## src/hdl/dlci_pkg.sv

```systemverilog
// constants and carrier types for the drive link command interpreter
// Notes on behaviour
// forward request high runs forward; low means stop.
// reverse request high runs reverse; low means stop.
// both direction requests high together give a stop.
// by default the three speed select bits pick a preset speed.
// output halt request high stops the power output.
// configuration reassigns command bits among speed selects and halt.
// monitor request rise loads the result word, then raises monitor ack.
// while monitor request stays high the result word keeps refreshing.
// volatile write rise copies set frequency, then raises its ack.
// non-volatile write rise stores set frequency, then raises its ack.
// while volatile request stays high the set frequency keeps being taken.
// execute request rise runs the coded operation, then raises done.
// failed instruction gives a nonzero reply code; success gives zero.
// simultaneous write/write/execute requests: only one is carried out.
// fault clear request rise with a fault present clears fault status.
// master keeps every reserved command bit at zero.
// monitor ack drops when the monitor request drops.
// volatile write ack drops when the volatile request drops.
// fault status rises whenever a protective trip reports a drive error.
// after reset all acks, done and reply code stay zero.
package dlci_pkg;
    localparam int CMD_W = 32;
    // command word bit positions
    localparam int BIT_FWD = 0;
    localparam int BIT_REV = 1;
    localparam int BIT_SPD_HIGH = 2;
    localparam int BIT_SPD_MID = 3;
    localparam int BIT_SPD_LOW = 4;
    localparam int BIT_HALT = 9;
    localparam int BIT_MON = 12;
    localparam int BIT_FWR_VOL = 13;
    localparam int BIT_FWR_NV = 14;
    localparam int BIT_EXEC = 15;
    localparam int BIT_FCLR = 26;
    localparam logic [31:0] RESERVED_MASK = 32'hFBFF_0DE0;
    // status word bit positions
    localparam int SBIT_FWD = 0;
    localparam int SBIT_REV = 1;
    localparam int SBIT_RUN = 2;
    localparam int SBIT_MON = 12;
    localparam int SBIT_FWR_VOL = 13;
    localparam int SBIT_FWR_NV = 14;
    localparam int SBIT_DONE = 15;
    localparam int SBIT_FAULT = 26;
    localparam int SBIT_RSVD_ERR = 27;
    // register byte addresses
    localparam logic [7:0] ADDR_CMD = 8'h00;
    localparam logic [7:0] ADDR_SETFREQ = 8'h04;
    localparam logic [7:0] ADDR_INSTR = 8'h08;
    localparam logic [7:0] ADDR_STATUS = 8'h0C;
    localparam logic [7:0] ADDR_MONRES = 8'h10;
    localparam logic [7:0] ADDR_REPLY = 8'h14;
    localparam logic [7:0] ADDR_VOLFREQ = 8'h18;
    localparam logic [7:0] ADDR_NVFREQ = 8'h1C;
    localparam logic [7:0] ADDR_FUNCSEL = 8'h20;
    localparam logic [7:0] ADDR_SPEED = 8'h24;
    // function codes for the reassignable bit positions
    localparam logic [1:0] FN_HIGH = 2'h0;
    localparam logic [1:0] FN_MID = 2'h1;
    localparam logic [1:0] FN_LOW = 2'h2;
    localparam logic [1:0] FN_HALT = 2'h3;
    // funcsel reset: slot0=high, slot1=mid, slot2=low, slot3=halt
    localparam logic [7:0] FUNCSEL_RST = 8'hE4;
    // instruction codes understood here; others fail
    localparam logic [15:0] IC_NOP = 16'h0000;
    localparam logic [15:0] IC_MON_SEL = 16'h00F3;
    localparam logic [15:0] REPLY_OK = 16'h0000;
    localparam logic [15:0] REPLY_BAD_CODE = 16'h0001;
    localparam int NV_WRITE_CYCLES = 16;
    localparam logic [1:0] RESP_OKAY = 2'h0;
    localparam logic [1:0] RESP_SLVERR = 2'h2;

    typedef enum logic [1:0] {
        DLCI_DIR_STOP,
        DLCI_DIR_FWD,
        DLCI_DIR_REV
    } dlci_dir_type;

    typedef struct packed {
        dlci_dir_type dir;
        logic [2:0] speed_sel;
        logic halt;
    } dlci_drive_type;

    typedef struct packed {
        logic [15:0] output_freq;
        logic [15:0] output_current;
        logic [15:0] output_voltage;
        logic [15:0] special;
    } dlci_monitor_type;
endpackage

```

## src/hdl/dlci_top.sv

```systemverilog
// drive link command interpreter with an axi4-lite register slave
`timescale 1ns/1ps
module dlci_top #(
    parameter int NV_CYCLES = dlci_pkg::NV_WRITE_CYCLES
) (
    input wire logic aclk,
    input wire logic aresetn,
    input wire logic [7:0] s_axi_awaddr,
    input wire logic s_axi_awvalid,
    output logic s_axi_awready,
    input wire logic [31:0] s_axi_wdata,
    input wire logic [3:0] s_axi_wstrb,
    input wire logic s_axi_wvalid,
    output logic s_axi_wready,
    output logic [1:0] s_axi_bresp,
    output logic s_axi_bvalid,
    input wire logic s_axi_bready,
    input wire logic [7:0] s_axi_araddr,
    input wire logic s_axi_arvalid,
    output logic s_axi_arready,
    output logic [31:0] s_axi_rdata,
    output logic [1:0] s_axi_rresp,
    output logic s_axi_rvalid,
    input wire logic s_axi_rready,
    input wire dlci_pkg::dlci_monitor_type monitor_in,
    input wire logic nv_write_done,
    input wire logic drive_trip,
    output dlci_pkg::dlci_drive_type drive_cmd,
    output logic nv_write_start,
    output logic [15:0] nv_write_data,
    output logic drive_reset
);
    import dlci_pkg::*;

    if (NV_CYCLES < 1 || NV_CYCLES > 65535) begin : g_nv_range
        $error("NV_CYCLES out of range");
    end

    logic [31:0] cmd_q;
    logic [15:0] set_freq_q;
    logic [15:0] instr_q;
    logic [7:0] funcsel_q;
    logic [1:0] mon_sel_q;
    logic [15:0] mon_result_q;
    logic [15:0] reply_q;
    logic [15:0] vol_freq_q;
    logic [15:0] nv_freq_q;
    logic mon_ack_q, vol_ack_q, nv_ack_q, done_q, fault_q, rsvd_err_q;
    logic [31:0] cmd_prev_q;
    logic nv_busy_q;
    logic [15:0] nv_cnt_q;
    dlci_drive_type drive_q;
    logic drive_reset_q;

    // axi write and read channel state
    logic aw_hold_q, w_hold_q;
    logic [7:0] aw_addr_q;
    logic [31:0] w_data_q;
    logic [3:0] w_strb_q;
    logic bvalid_q;
    logic [1:0] bresp_q;
    logic rvalid_q;
    logic [31:0] rdata_q;
    logic [1:0] rresp_q;

    assign s_axi_awready = !aw_hold_q && !bvalid_q;
    assign s_axi_wready = !w_hold_q && !bvalid_q;
    assign s_axi_bvalid = bvalid_q;
    assign s_axi_bresp = bresp_q;
    assign s_axi_arready = !rvalid_q;
    assign s_axi_rvalid = rvalid_q;
    assign s_axi_rdata = rdata_q;
    assign s_axi_rresp = rresp_q;

    logic wr_fire;
    assign wr_fire = aw_hold_q && w_hold_q && !bvalid_q;

    always_ff @(posedge aclk) begin
        if (!aresetn) begin
            aw_hold_q <= 1'b0;
            aw_addr_q <= 8'h00;
        end else if (s_axi_awvalid && s_axi_awready) begin
            aw_hold_q <= 1'b1;
            aw_addr_q <= s_axi_awaddr;
        end else if (wr_fire) begin
            aw_hold_q <= 1'b0;
        end
    end

    always_ff @(posedge aclk) begin
        if (!aresetn) begin
            w_hold_q <= 1'b0;
            w_data_q <= 32'h0000_0000;
            w_strb_q <= 4'h0;
        end else if (s_axi_wvalid && s_axi_wready) begin
            w_hold_q <= 1'b1;
            w_data_q <= s_axi_wdata;
            w_strb_q <= s_axi_wstrb;
        end else if (wr_fire) begin
            w_hold_q <= 1'b0;
        end
    end

    function automatic logic [31:0] merge(input logic [31:0] old, input logic [31:0] nw, input logic [3:0] st);
        logic [31:0] r;
        r = old;
        for (int i = 0; i < 4; i++) begin
            if (st[i]) begin
                r[i*8 +: 8] = nw[i*8 +: 8];
            end
        end
        return r;
    endfunction

    logic wr_known;
    assign wr_known = aw_addr_q <= ADDR_SPEED && aw_addr_q[1:0] == 2'h0;

    always_ff @(posedge aclk) begin
        if (!aresetn) begin
            bvalid_q <= 1'b0;
            bresp_q <= RESP_OKAY;
        end else if (wr_fire) begin
            bvalid_q <= 1'b1;
            bresp_q <= wr_known ? RESP_OKAY : RESP_SLVERR;
        end else if (s_axi_bready) begin
            bvalid_q <= 1'b0;
        end
    end

    // writable registers; read-only addresses accept and ignore writes, except that a status write clears the reserved-bit flag
    always_ff @(posedge aclk) begin
        if (!aresetn) begin
            cmd_q <= 32'h0000_0000;
            set_freq_q <= 16'h0000;
            instr_q <= 16'h0000;
            funcsel_q <= FUNCSEL_RST;
        end else if (wr_fire) begin
            unique case (aw_addr_q)
                ADDR_CMD: cmd_q <= merge(cmd_q, w_data_q, w_strb_q);
                ADDR_SETFREQ: set_freq_q <= 16'(merge({16'h0000, set_freq_q}, w_data_q, w_strb_q));
                ADDR_INSTR: instr_q <= 16'(merge({16'h0000, instr_q}, w_data_q, w_strb_q));
                ADDR_FUNCSEL: funcsel_q <= 8'(merge({24'h000000, funcsel_q}, w_data_q, w_strb_q));
                default: ;
            endcase
        end
    end

    // request edges
    logic mon_req, vol_req, nv_req, exec_req, fclr_req;
    assign mon_req = cmd_q[BIT_MON];
    assign vol_req = cmd_q[BIT_FWR_VOL];
    assign nv_req = cmd_q[BIT_FWR_NV];
    assign exec_req = cmd_q[BIT_EXEC];
    assign fclr_req = cmd_q[BIT_FCLR];

    always_ff @(posedge aclk) begin
        if (!aresetn) begin
            cmd_prev_q <= 32'h0000_0000;
        end else begin
            cmd_prev_q <= cmd_q;
        end
    end

    logic vol_rise, nv_rise, exec_rise;
    assign vol_rise = vol_req && !cmd_prev_q[BIT_FWR_VOL];
    assign nv_rise = nv_req && !cmd_prev_q[BIT_FWR_NV];
    assign exec_rise = exec_req && !cmd_prev_q[BIT_EXEC];

    // one winner per cycle: volatile, then non-volatile, then execute
    logic do_vol, do_nv, do_exec;
    assign do_vol = vol_rise;
    assign do_nv = nv_rise && !vol_rise && !nv_busy_q;
    assign do_exec = exec_rise && !vol_rise && !nv_rise;

    // drive outputs
    logic [3:0] slot_bits;
    assign slot_bits = {cmd_q[BIT_HALT], cmd_q[BIT_SPD_LOW], cmd_q[BIT_SPD_MID], cmd_q[BIT_SPD_HIGH]};
    dlci_drive_type drive_d;
    always_comb begin
        drive_d.speed_sel = 3'h0;
        drive_d.halt = 1'b0;
        // each slot maps to a function, so the halt may sit on any of the four
        for (int i = 0; i < 4; i++) begin
            unique case (funcsel_q[i*2 +: 2])
                FN_HIGH: drive_d.speed_sel[2] = drive_d.speed_sel[2] | slot_bits[i];
                FN_MID: drive_d.speed_sel[1] = drive_d.speed_sel[1] | slot_bits[i];
                FN_LOW: drive_d.speed_sel[0] = drive_d.speed_sel[0] | slot_bits[i];
                FN_HALT: drive_d.halt = drive_d.halt | slot_bits[i];
            endcase
        end
        if (cmd_q[BIT_FWD] && cmd_q[BIT_REV]) begin
            drive_d.dir = DLCI_DIR_STOP;
        end else if (cmd_q[BIT_FWD]) begin
            drive_d.dir = DLCI_DIR_FWD;
        end else if (cmd_q[BIT_REV]) begin
            drive_d.dir = DLCI_DIR_REV;
        end else begin
            drive_d.dir = DLCI_DIR_STOP;
        end
    end

    always_ff @(posedge aclk) begin
        if (!aresetn) begin
            drive_q <= '{dir: DLCI_DIR_STOP, speed_sel: 3'h0, halt: 1'b0};
        end else begin
            drive_q <= drive_d;
        end
    end
    assign drive_cmd = drive_q;

    // monitor handshake: result loaded first, ack one cycle later
    logic [15:0] mon_value;
    // selector 0 is the top field of the struct
    assign mon_value = monitor_in[{~mon_sel_q, 4'h0} +: 16];

    always_ff @(posedge aclk) begin
        if (!aresetn) begin
            mon_result_q <= 16'h0000;
            mon_ack_q <= 1'b0;
        end else if (mon_req) begin
            mon_result_q <= mon_value;
            mon_ack_q <= cmd_prev_q[BIT_MON];
        end else begin
            mon_ack_q <= 1'b0;
        end
    end

    // volatile frequency write
    always_ff @(posedge aclk) begin
        if (!aresetn) begin
            vol_freq_q <= 16'h0000;
            vol_ack_q <= 1'b0;
        end else if (!vol_req) begin
            vol_ack_q <= 1'b0;
        end else if (do_vol) begin
            vol_freq_q <= set_freq_q;
        end else if (vol_ack_q || cmd_prev_q[BIT_FWR_VOL]) begin
            vol_freq_q <= set_freq_q;
            vol_ack_q <= 1'b1;
        end
    end

    // non-volatile write: one store cycle then wait for the storage to finish
    always_ff @(posedge aclk) begin
        if (!aresetn) begin
            nv_busy_q <= 1'b0;
            nv_cnt_q <= 16'h0000;
            nv_freq_q <= 16'h0000;
            nv_ack_q <= 1'b0;
        end else begin
            if (do_nv) begin
                nv_busy_q <= 1'b1;
                nv_cnt_q <= 16'(NV_CYCLES);
                nv_freq_q <= set_freq_q;
            end else if (nv_busy_q) begin
                if (nv_cnt_q != 16'h0000) begin
                    nv_cnt_q <= nv_cnt_q - 16'h0001;
                end
                // the store stays busy until both the minimum time and storage agree
                if (nv_cnt_q <= 16'h0001 && nv_write_done) begin
                    nv_busy_q <= 1'b0;
                    nv_ack_q <= nv_req;
                end
            end
            if (!nv_req) begin
                nv_ack_q <= 1'b0;
            end
        end
    end
    assign nv_write_start = do_nv;
    assign nv_write_data = nv_freq_q;

    // instruction execution: done one cycle after the request edge
    always_ff @(posedge aclk) begin
        if (!aresetn) begin
            done_q <= 1'b0;
            reply_q <= REPLY_OK;
            mon_sel_q <= 2'h0;
        end else if (do_exec) begin
            done_q <= 1'b1;
            unique case (instr_q)
                IC_NOP: reply_q <= REPLY_OK;
                IC_MON_SEL: reply_q <= REPLY_OK;
                default: reply_q <= REPLY_BAD_CODE;
            endcase
            if (instr_q == IC_MON_SEL) begin
                mon_sel_q <= 2'h3;
            end
        end else if (!exec_req) begin
            done_q <= 1'b0;
        end
    end

    // fault status: a trip in the clear cycle wins over the clear
    logic fclr_rise;
    assign fclr_rise = fclr_req && !cmd_prev_q[BIT_FCLR];
    always_ff @(posedge aclk) begin
        if (!aresetn) begin
            fault_q <= 1'b0;
            drive_reset_q <= 1'b0;
        end else begin
            drive_reset_q <= fclr_rise && fault_q && !drive_trip;
            if (drive_trip) begin
                fault_q <= 1'b1;
            end else if (fclr_rise && fault_q) begin
                fault_q <= 1'b0;
            end
        end
    end
    assign drive_reset = drive_reset_q;

    // reserved command bits are the master's to keep low; flag any seen high
    always_ff @(posedge aclk) begin
        if (!aresetn) begin
            rsvd_err_q <= 1'b0;
        end else if ((cmd_q & RESERVED_MASK) != 32'h0000_0000) begin
            rsvd_err_q <= 1'b1;
        end else if (wr_fire && aw_addr_q == ADDR_STATUS) begin
            rsvd_err_q <= 1'b0;
        end
    end

    logic [31:0] status_word;
    always_comb begin
        status_word = 32'h0000_0000;
        status_word[SBIT_FWD] = drive_q.dir == DLCI_DIR_FWD;
        status_word[SBIT_REV] = drive_q.dir == DLCI_DIR_REV;
        status_word[SBIT_RUN] = drive_q.dir != DLCI_DIR_STOP && !drive_q.halt;
        status_word[SBIT_MON] = mon_ack_q;
        status_word[SBIT_FWR_VOL] = vol_ack_q;
        status_word[SBIT_FWR_NV] = nv_ack_q;
        status_word[SBIT_DONE] = done_q;
        status_word[SBIT_FAULT] = fault_q;
        status_word[SBIT_RSVD_ERR] = rsvd_err_q;
    end

    // read channel: answer one cycle after the address is taken
    always_ff @(posedge aclk) begin
        if (!aresetn) begin
            rvalid_q <= 1'b0;
            rdata_q <= 32'h0000_0000;
            rresp_q <= RESP_OKAY;
        end else if (s_axi_arvalid && s_axi_arready) begin
            rvalid_q <= 1'b1;
            rresp_q <= RESP_OKAY;
            unique case (s_axi_araddr)
                ADDR_CMD: rdata_q <= cmd_q;
                ADDR_SETFREQ: rdata_q <= {16'h0000, set_freq_q};
                ADDR_INSTR: rdata_q <= {16'h0000, instr_q};
                ADDR_STATUS: rdata_q <= status_word;
                ADDR_MONRES: rdata_q <= {16'h0000, mon_result_q};
                ADDR_REPLY: rdata_q <= {16'h0000, reply_q};
                ADDR_VOLFREQ: rdata_q <= {16'h0000, vol_freq_q};
                ADDR_NVFREQ: rdata_q <= {16'h0000, nv_freq_q};
                ADDR_FUNCSEL: rdata_q <= {24'h000000, funcsel_q};
                ADDR_SPEED: rdata_q <= {29'h0, drive_q.speed_sel};
                default: begin
                    rdata_q <= 32'h0000_0000;
                    rresp_q <= RESP_SLVERR;
                end
            endcase
        end else if (s_axi_rready) begin
            rvalid_q <= 1'b0;
        end
    end
endmodule // dlci_top

```

## config.mk

```make
export PLATFORM = sky130hd
export DESIGN_NAME = dlci_top
export DESIGN_NICKNAME = d
export VERILOG_FILES = /design/src/hdl/dlci_pkg.sv /design/src/hdl/dlci_top.sv
export SDC_FILE = /design/constraint.sdc
export NUM_CORES = 1
export LEC_CHECK = 0
export BUFFER_PORTS_ARGS = -buffer_cell sky130_fd_sc_hd__buf_2
export CAP_MARGIN = 15
export CORE_MARGIN = 1.5
export CORE_UTILIZATION = 55
export DETAILED_ROUTE_END_ITERATION = 10
export MAX_ROUTING_LAYER = met4
export PLACE_DENSITY = 0.89
export SLEW_MARGIN = 5
export SYNTH_ARGS = -nofsm -noshare
export SYNTH_HDL_FRONTEND = slang
export SYNTH_SLANG_ARGS = --single-unit
```

## constraint.sdc

```tcl
create_clock -name aclk -period 1.95 [get_ports aclk]
set_input_delay 0.2925 -clock aclk [delete_from_list [all_inputs] [get_ports aclk]]
set_output_delay 0.2925 -clock aclk [all_outputs]
set_load 0.02 [all_outputs]
```

==> flow_summary.ini, run 1 <==
[critical_path]
reg2reg_depth = 4
worstPathRequired_ps = 1660
critPathMaxFanout = 2
worstSetupStartpoint = cmd_q[13]$_SDFFE_PN0P_
startpoint_type = register
critPathKind = reg2out
r2r-end = nv_busy_q$_SDFF_PN0_
end_kind = output port
cp.arrival_ps = 1620
cp-endpoint = nv_write_start
r2r-start = nv_cnt_q[11]$_SDFFE_PP0P_
rrSetupSlack_ps = 150

[finish]
final_cell_mix = dfxtp_1, nand2_1, buf_2
fin_nets = 1456
final_area_sq_mm = 0.0122
drive_gt1_frac = 0.207
n_fill_cell = 1385
final_common_cell = dfxtp_1
areaGrowthSynthToFinish_pct = 21.4

[clock_tree]
cts_tree = built
clock_sink_count = 239
numCtsBuffers = 24
cts-root-buf = clkbuf_16
clk_pin_slew_worst_paths_ps = 60
clock_path_buffers = 3
htree_levels = 1
clkLatencyLatePin_ps = 520

[timing]
tns_ps = 0
slew_violations = 0
finalHoldViolations = 0
maxClockFrequency_mhz = 524
setup_viol_count_final = 0
fin_crit_sh = 0.979
rsz0062_at_grt = true
skew_ps = 13.5
layout_setup_ws_ps = 41.3
fin_crit_ps = 1910
worstMarginPinSlew_ps = 679
fin_hold_ws_ps = 14.3
maxSlewHeadroom = 0.541

[power_and_ir_drop]
netSwitchingFraction = 0.232
p_sw_mw = 2.37
irDropWorstVdd_uv = 707
pwr-share-comb = 0.064
p_seq_frac = 0.491
cellPowerDensity_mw_per_mm2 = 835
p_clk_frac = 0.445
internal-power_mw = 7.85
p_leak_nw = 4.63

[yosys]
synth_area_per_cell_sq_um = 8.68
ys_ff_latch = 239
synth_area_sq_mm = 0.0101
synth_edf_count = 0
syn_inst = 1160
synthArstFlopShare = 0
ys_warn_count = 0
ys.flop_type = dfxtp_1
ys_types = 64
synth-seq-area-share = 0.475

[run_status]
status = finished clean

[route]
drc = 0
first_pass_iters = 7
wl_microns = 28400
via_per_inst = 5.92
post_drt_wl_per_cell_microns = 18.0
antenna_left = 0
drt_iter0_drc = 690
num_vias = 9314

[floorplan]
die_w_microns = 138
initial_core_util = 0.561
fp.dieArea_sq_mm = 0.0191
rows = 49
core_area_sq_mm = 0.0180
ioPinCount = 190
fp.dieH_microns = 138

[placement]
gp_congestion = 0.916
placed_cell_area_sq_mm = 0.0114
portBuffers = 155
place_worst_setup_slack_ps = 51.3
hpwl_microns = 19800

[global_route]
antenna_found_initial = 1
track_usage = 0.297
grt.overflow.total = 0
grt_max_degree = 93
grt_pass1_wl_microns = 45600
grt_pass1_vias = 8855

[run]
drv_cap = 0

[worst_hold_path]
hp-class = in2reg
==> metrics by stage <==
step / cells / util / power, mW
6_report: 1574 / 0.681 / 10.2
5_1_grt: 1574 / 0.681 / 10.5
4_1_cts: 1573 / 0.680 / 10.2
3_5_place_dp: 1527 / 0.633 / 5.76
3_3_place_gp: 1527 / 0.633 / 5.74
2_1_floorplan: 1161 / - / 5.48
==> layer usage <==
layer | share of wire | vias to the layer above | track usage | wire length (microns)
met1 | 0.42 | 4366 | 0.378 | 11800
met3 | 0.077 | 53 | 0.0423 | 2190
met2 | 0.48 | 437 | 0.501 | 13700
li1 | - | 4458 | - | -
met5 | 0 | - | - | 0
met4 | 0.023 | 0 | 0.0693 | 640
==> cell usage after synthesis (4+ instances only) <==
library cell  number  share of area
nor3b_1            7         0.0052
nor2_1           132          0.049
and2_1            11         0.0068
mux2_2             4         0.0045
xor2_1             4         0.0035
clkbuf_1          44          0.016
inv_1              9         0.0034
a21oi_1           72          0.036
a22oi_1           25          0.019
nand2_1          164          0.061
o22ai_1            7         0.0043
nand3b_1           5         0.0037
nor2b_1           13         0.0081
a211oi_1          18          0.013
nand4_1            6         0.0037
nand2b_1           6         0.0037
nor4b_1            6         0.0052
a32oi_1            4         0.0035
nand3_1           63          0.031
dfxtp_1          239           0.48
a22o_1            10         0.0087
buf_4              5         0.0037
buf_2             21          0.010
mux2i_1           93          0.092
buf_1             10         0.0037
and3_1             6         0.0037
xnor2_1            8         0.0070
or4_1              7         0.0052
o21ai_0           14         0.0070
a221oi_1           7         0.0061
nor3_1            17         0.0084
or3_1              4         0.0025
nor4_1            15         0.0093
o21ai_1           61          0.030
==> repair_timing <==
action / CTS / global route
endpoints found under the setup margin: 1 / 1
resized for setup: 6 / 4
pin swaps: 0 / 0
hold buffers: 2 / 0
setup buffers: 2 / 0
hold endpoints to repair: 2 / 0
==> area by class of cell <==
type	instances	area (sq um)	share of cell area
Timing Repair Buffer	221	1400	0.114
Antenna cell	1	2.50	0.000205
Tap cell	229	287	0.0234
Multi-Input combinational cell	833	4940	0.404
Clock inverter	10	119	0.00972
Clock buffer	32	661	0.0540
Inverter	9	36.3	0.00297
Sequential cell	239	4790	0.391
==> worst min-delay path by stage <==
stage | startpoint | end | slack [ps] | depth (start not counted)
after global placement | w_data_q[26]$_SDFFE_PN0P_ | cmd_q[26]$_SDFFE_PN0P_ | 430 | 2
final | s_axi_wdata[6] | w_data_q[6]$_SDFFE_PN0P_ | 10 | 3
after floorplan | drive_trip | drive_reset$_SDFF_PN0_ | 370 | 1
after global routing | s_axi_wdata[8] | w_data_q[8]$_SDFFE_PN0P_ | 7 | 3
after CTS | s_axi_wdata[10] | w_data_q[10]$_SDFFE_PN0P_ | 0.2 | 3
after detailed placement | w_data_q[26]$_SDFFE_PN0P_ | cmd_q[26]$_SDFFE_PN0P_ | 440 | 2
==> critical path: stages, from the launching register on <==
cell and delay [ps]:
dfxtp_1 340, nor2b_2 280, nor2b_4 80, nor2b_4 140
buf_12 130, buf_8 120
==> registers in the layout, indices dropped and copies added (netlist names), 6 cells and up <==
| register | flops |
|---|---|
| nv_cnt_q | 16 |
| nv_write_data | 16 |
| cmd_q | 32 |
| aw_addr_q | 8 |
| set_freq_q | 16 |
| mon_result_q | 16 |
| instr_q | 16 |
| vol_freq_q | 16 |
| s_axi_rdata | 32 |
| drive_cmd | 6 |
| w_data_q | 32 |
| funcsel_q | 8 |
==> power groups by stage <==
stage	Combinational [mW]	Sequential, mW	Clock, mW
after floorplan	0.369	5.11	0
after global placement	0.622	5.12	0
after detailed placement	0.632	5.12	0
after CTS	0.643	5.02	4.58
after global routing	0.707	5.02	4.79
final	0.652	5.02	4.54
==> cells by family after synthesis <==
group	after synthesis	share of synthesized area
buffers and inverters	89	0.0376
multiplexers	99	0.100
flip-flops	239	0.475
XOR/XNOR	12	0.0104
other	1	0.000372
AND/OR/NAND/NOR	480	0.229
AO/OA/AOI/OAI	237	0.143
adder cells (fa/ha/maj)	3	0.00373
Note: power is estimated with default switching activity, not from simulation.
==> inputs of run 2 (changes only) <==
--- a/config.mk
+++ b/config.mk
@@ -7,7 +7,6 @@
 export LEC_CHECK = 0
 export BUFFER_PORTS_ARGS = -buffer_cell sky130_fd_sc_hd__buf_2
 export CAP_MARGIN = 15
-export CORE_MARGIN = 1.5
 export CORE_UTILIZATION = 55
 export DETAILED_ROUTE_END_ITERATION = 10
 export MAX_ROUTING_LAYER = met4
==> flow_summary.ini, run 2 (synthesis gave the netlist of run 1 again) <==
[floorplan]
initial_core_util = 0.561
die_w_microns = 137
ioPinCount = 190
core_area_sq_mm = 0.0180
rows = 49
fp.dieH_microns = 137
fp.dieArea_sq_mm = 0.0189

[timing]
setup_viol_count_final = 0
tns_ps = 0
fin_crit_sh = 0.993
maxSlewHeadroom = 0.634
worstMarginPinSlew_ps = 544
maxClockFrequency_mhz = 517
fin_crit_ps = 1940
rsz0062_at_grt = true
slew_violations = 0
skew_ps = 10.7
fin_hold_ws_ps = 6.88
finalHoldViolations = 0

[clock_tree]
cts-root-buf = clkbuf_16
numCtsBuffers = 25
cts_tree = built
clock_sink_count = 239
htree_levels = 1
clk_pin_slew_worst_paths_ps = 60
clock_path_buffers = 3
clkLatencyLatePin_ps = 540

[global_route]
busiest_layer = met2
track_usage = 0.310
grt_max_degree = 56
antenna_found_initial = 1
grt_use_met1 = 0.385
grt_pass1_vias = 8829
grt_pass1_wl_microns = 44600
use_met3 = 0.0419
grt.met2_usage = 0.508
grt.overflow.total = 0

[placement]
place_inst = 1531
gp_congestion = 0.969
hpwl_microns = 19800
portBuffers = 155
placed_cell_area_sq_mm = 0.0114

[critical_path]
worstPathRequired_ps = 1660
critPathMaxFanout = 3
critPathKind = reg2out
end_kind = output port
startpoint_type = register
cp.arrival_ps = 1640

[route]
drt_iter0_drc = 769
num_vias = 9382
post_drt_wl_per_cell_microns = 17.7
first_pass_iters = 5
via_per_inst = 5.86
wl_microns = 28300
drc = 0
antenna_left = 0

[power_and_ir_drop]
irDropWorstVdd_uv = 718
cellPowerDensity_mw_per_mm2 = 820
p_leak_nw = 4.74

[finish]
final_area_sq_mm = 0.0124
areaGrowthSynthToFinish_pct = 23.6
fin_nets = 1481
final_common_cell = dfxtp_1
drive_gt1_frac = 0.206
instances_no_fill = 1602
final_cell_mix = dfxtp_1, nand2_1, buf_2

[worst_hold_path]
hp-class = in2reg

[run]
drv_cap = 0

[run_status]
status = finished clean
## run 2: cell count changes in the layout (fill, tap and decap cells not counted), moves of 2 or more
cell	before	now
clkinvlp_4	3	1
bufinv_16	2	0
buf_4	55	59
clkbuf_1	5	8
dlygate4sd3_1	2	22
## run 2: final timing paths
kind | start | to | slack [ps] | cells past startpoint
worst max register to register | w_hold_q$_SDFFE_PN0P_ | instr_q[3]$_SDFFE_PN0P_ | 130 | 7
worst max-delay path | cmd_q[14]$_SDFFE_PN0P_ | nv_write_start | 10 | 5
worst min-delay path | s_axi_wdata[18] | w_data_q[18]$_SDFFE_PN0P_ | 7 | 3
worst min register to register | w_data_q[25]$_SDFFE_PN0P_ | cmd_q[25]$_SDFFE_PN0P_ | 450 | 2
## run 2: report_power, final
group / leakage [nW] / total, mW / internal [mW] / switching (mW)
sequential: 1.93 / 5.02 / 4.96 / 0.0660
clock: 0.383 / 4.50 / 2.52 / 1.98
combinational: 2.42 / 0.679 / 0.266 / 0.413
total: 4.74 / 10.2 / 7.75 / 2.46
## run 2: repair_timing
action,CTS,global route
buffers inserted,1,1
hold endpoints to repair,22,0
resized for setup,8,3
hold buffers,22,0
endpoints found under the setup margin,1,4
## run 2: worst max-delay path, cell delays in order, from the launching register on
cell and delay (ps):
dfxtp_2 340, nor2b_4 150, nor2b_4 190, nor2b_4 200, buf_12 130, buf_8 100
## run 2: final cells by class
type / count / area [sq um]
antenna: 1 / 2.50
clock buffer: 36 / 697
clock inverter: 10 / 81.3
fill: 1340 / 5510
inverter: 9 / 36.3
multi-input combinational: 833 / 4940
sequential: 239 / 4790
tap: 229 / 287
timing repair buffer: 245 / 1620
## run 2: metal layers
layer  part of all wire  routed length (microns)
met3              0.069                     1960
met4              0.039                     1110
met5                  0                        0
met1               0.42                    11900
met2               0.47                    13300
## run 2: metrics by stage
stage | power, mW | worst slack [ps] | utilization
6_report | 10.2 | 14.1 | 0.693
5_1_grt | 10.5 | -43.5 | 0.693
4_1_cts | 10.2 | 2.30 | 0.692
3_5_place_dp | 5.76 | 32.3 | 0.634
3_3_place_gp | 5.74 | 46.0 | 0.634
2_1_floorplan | 5.48 | 219 | -
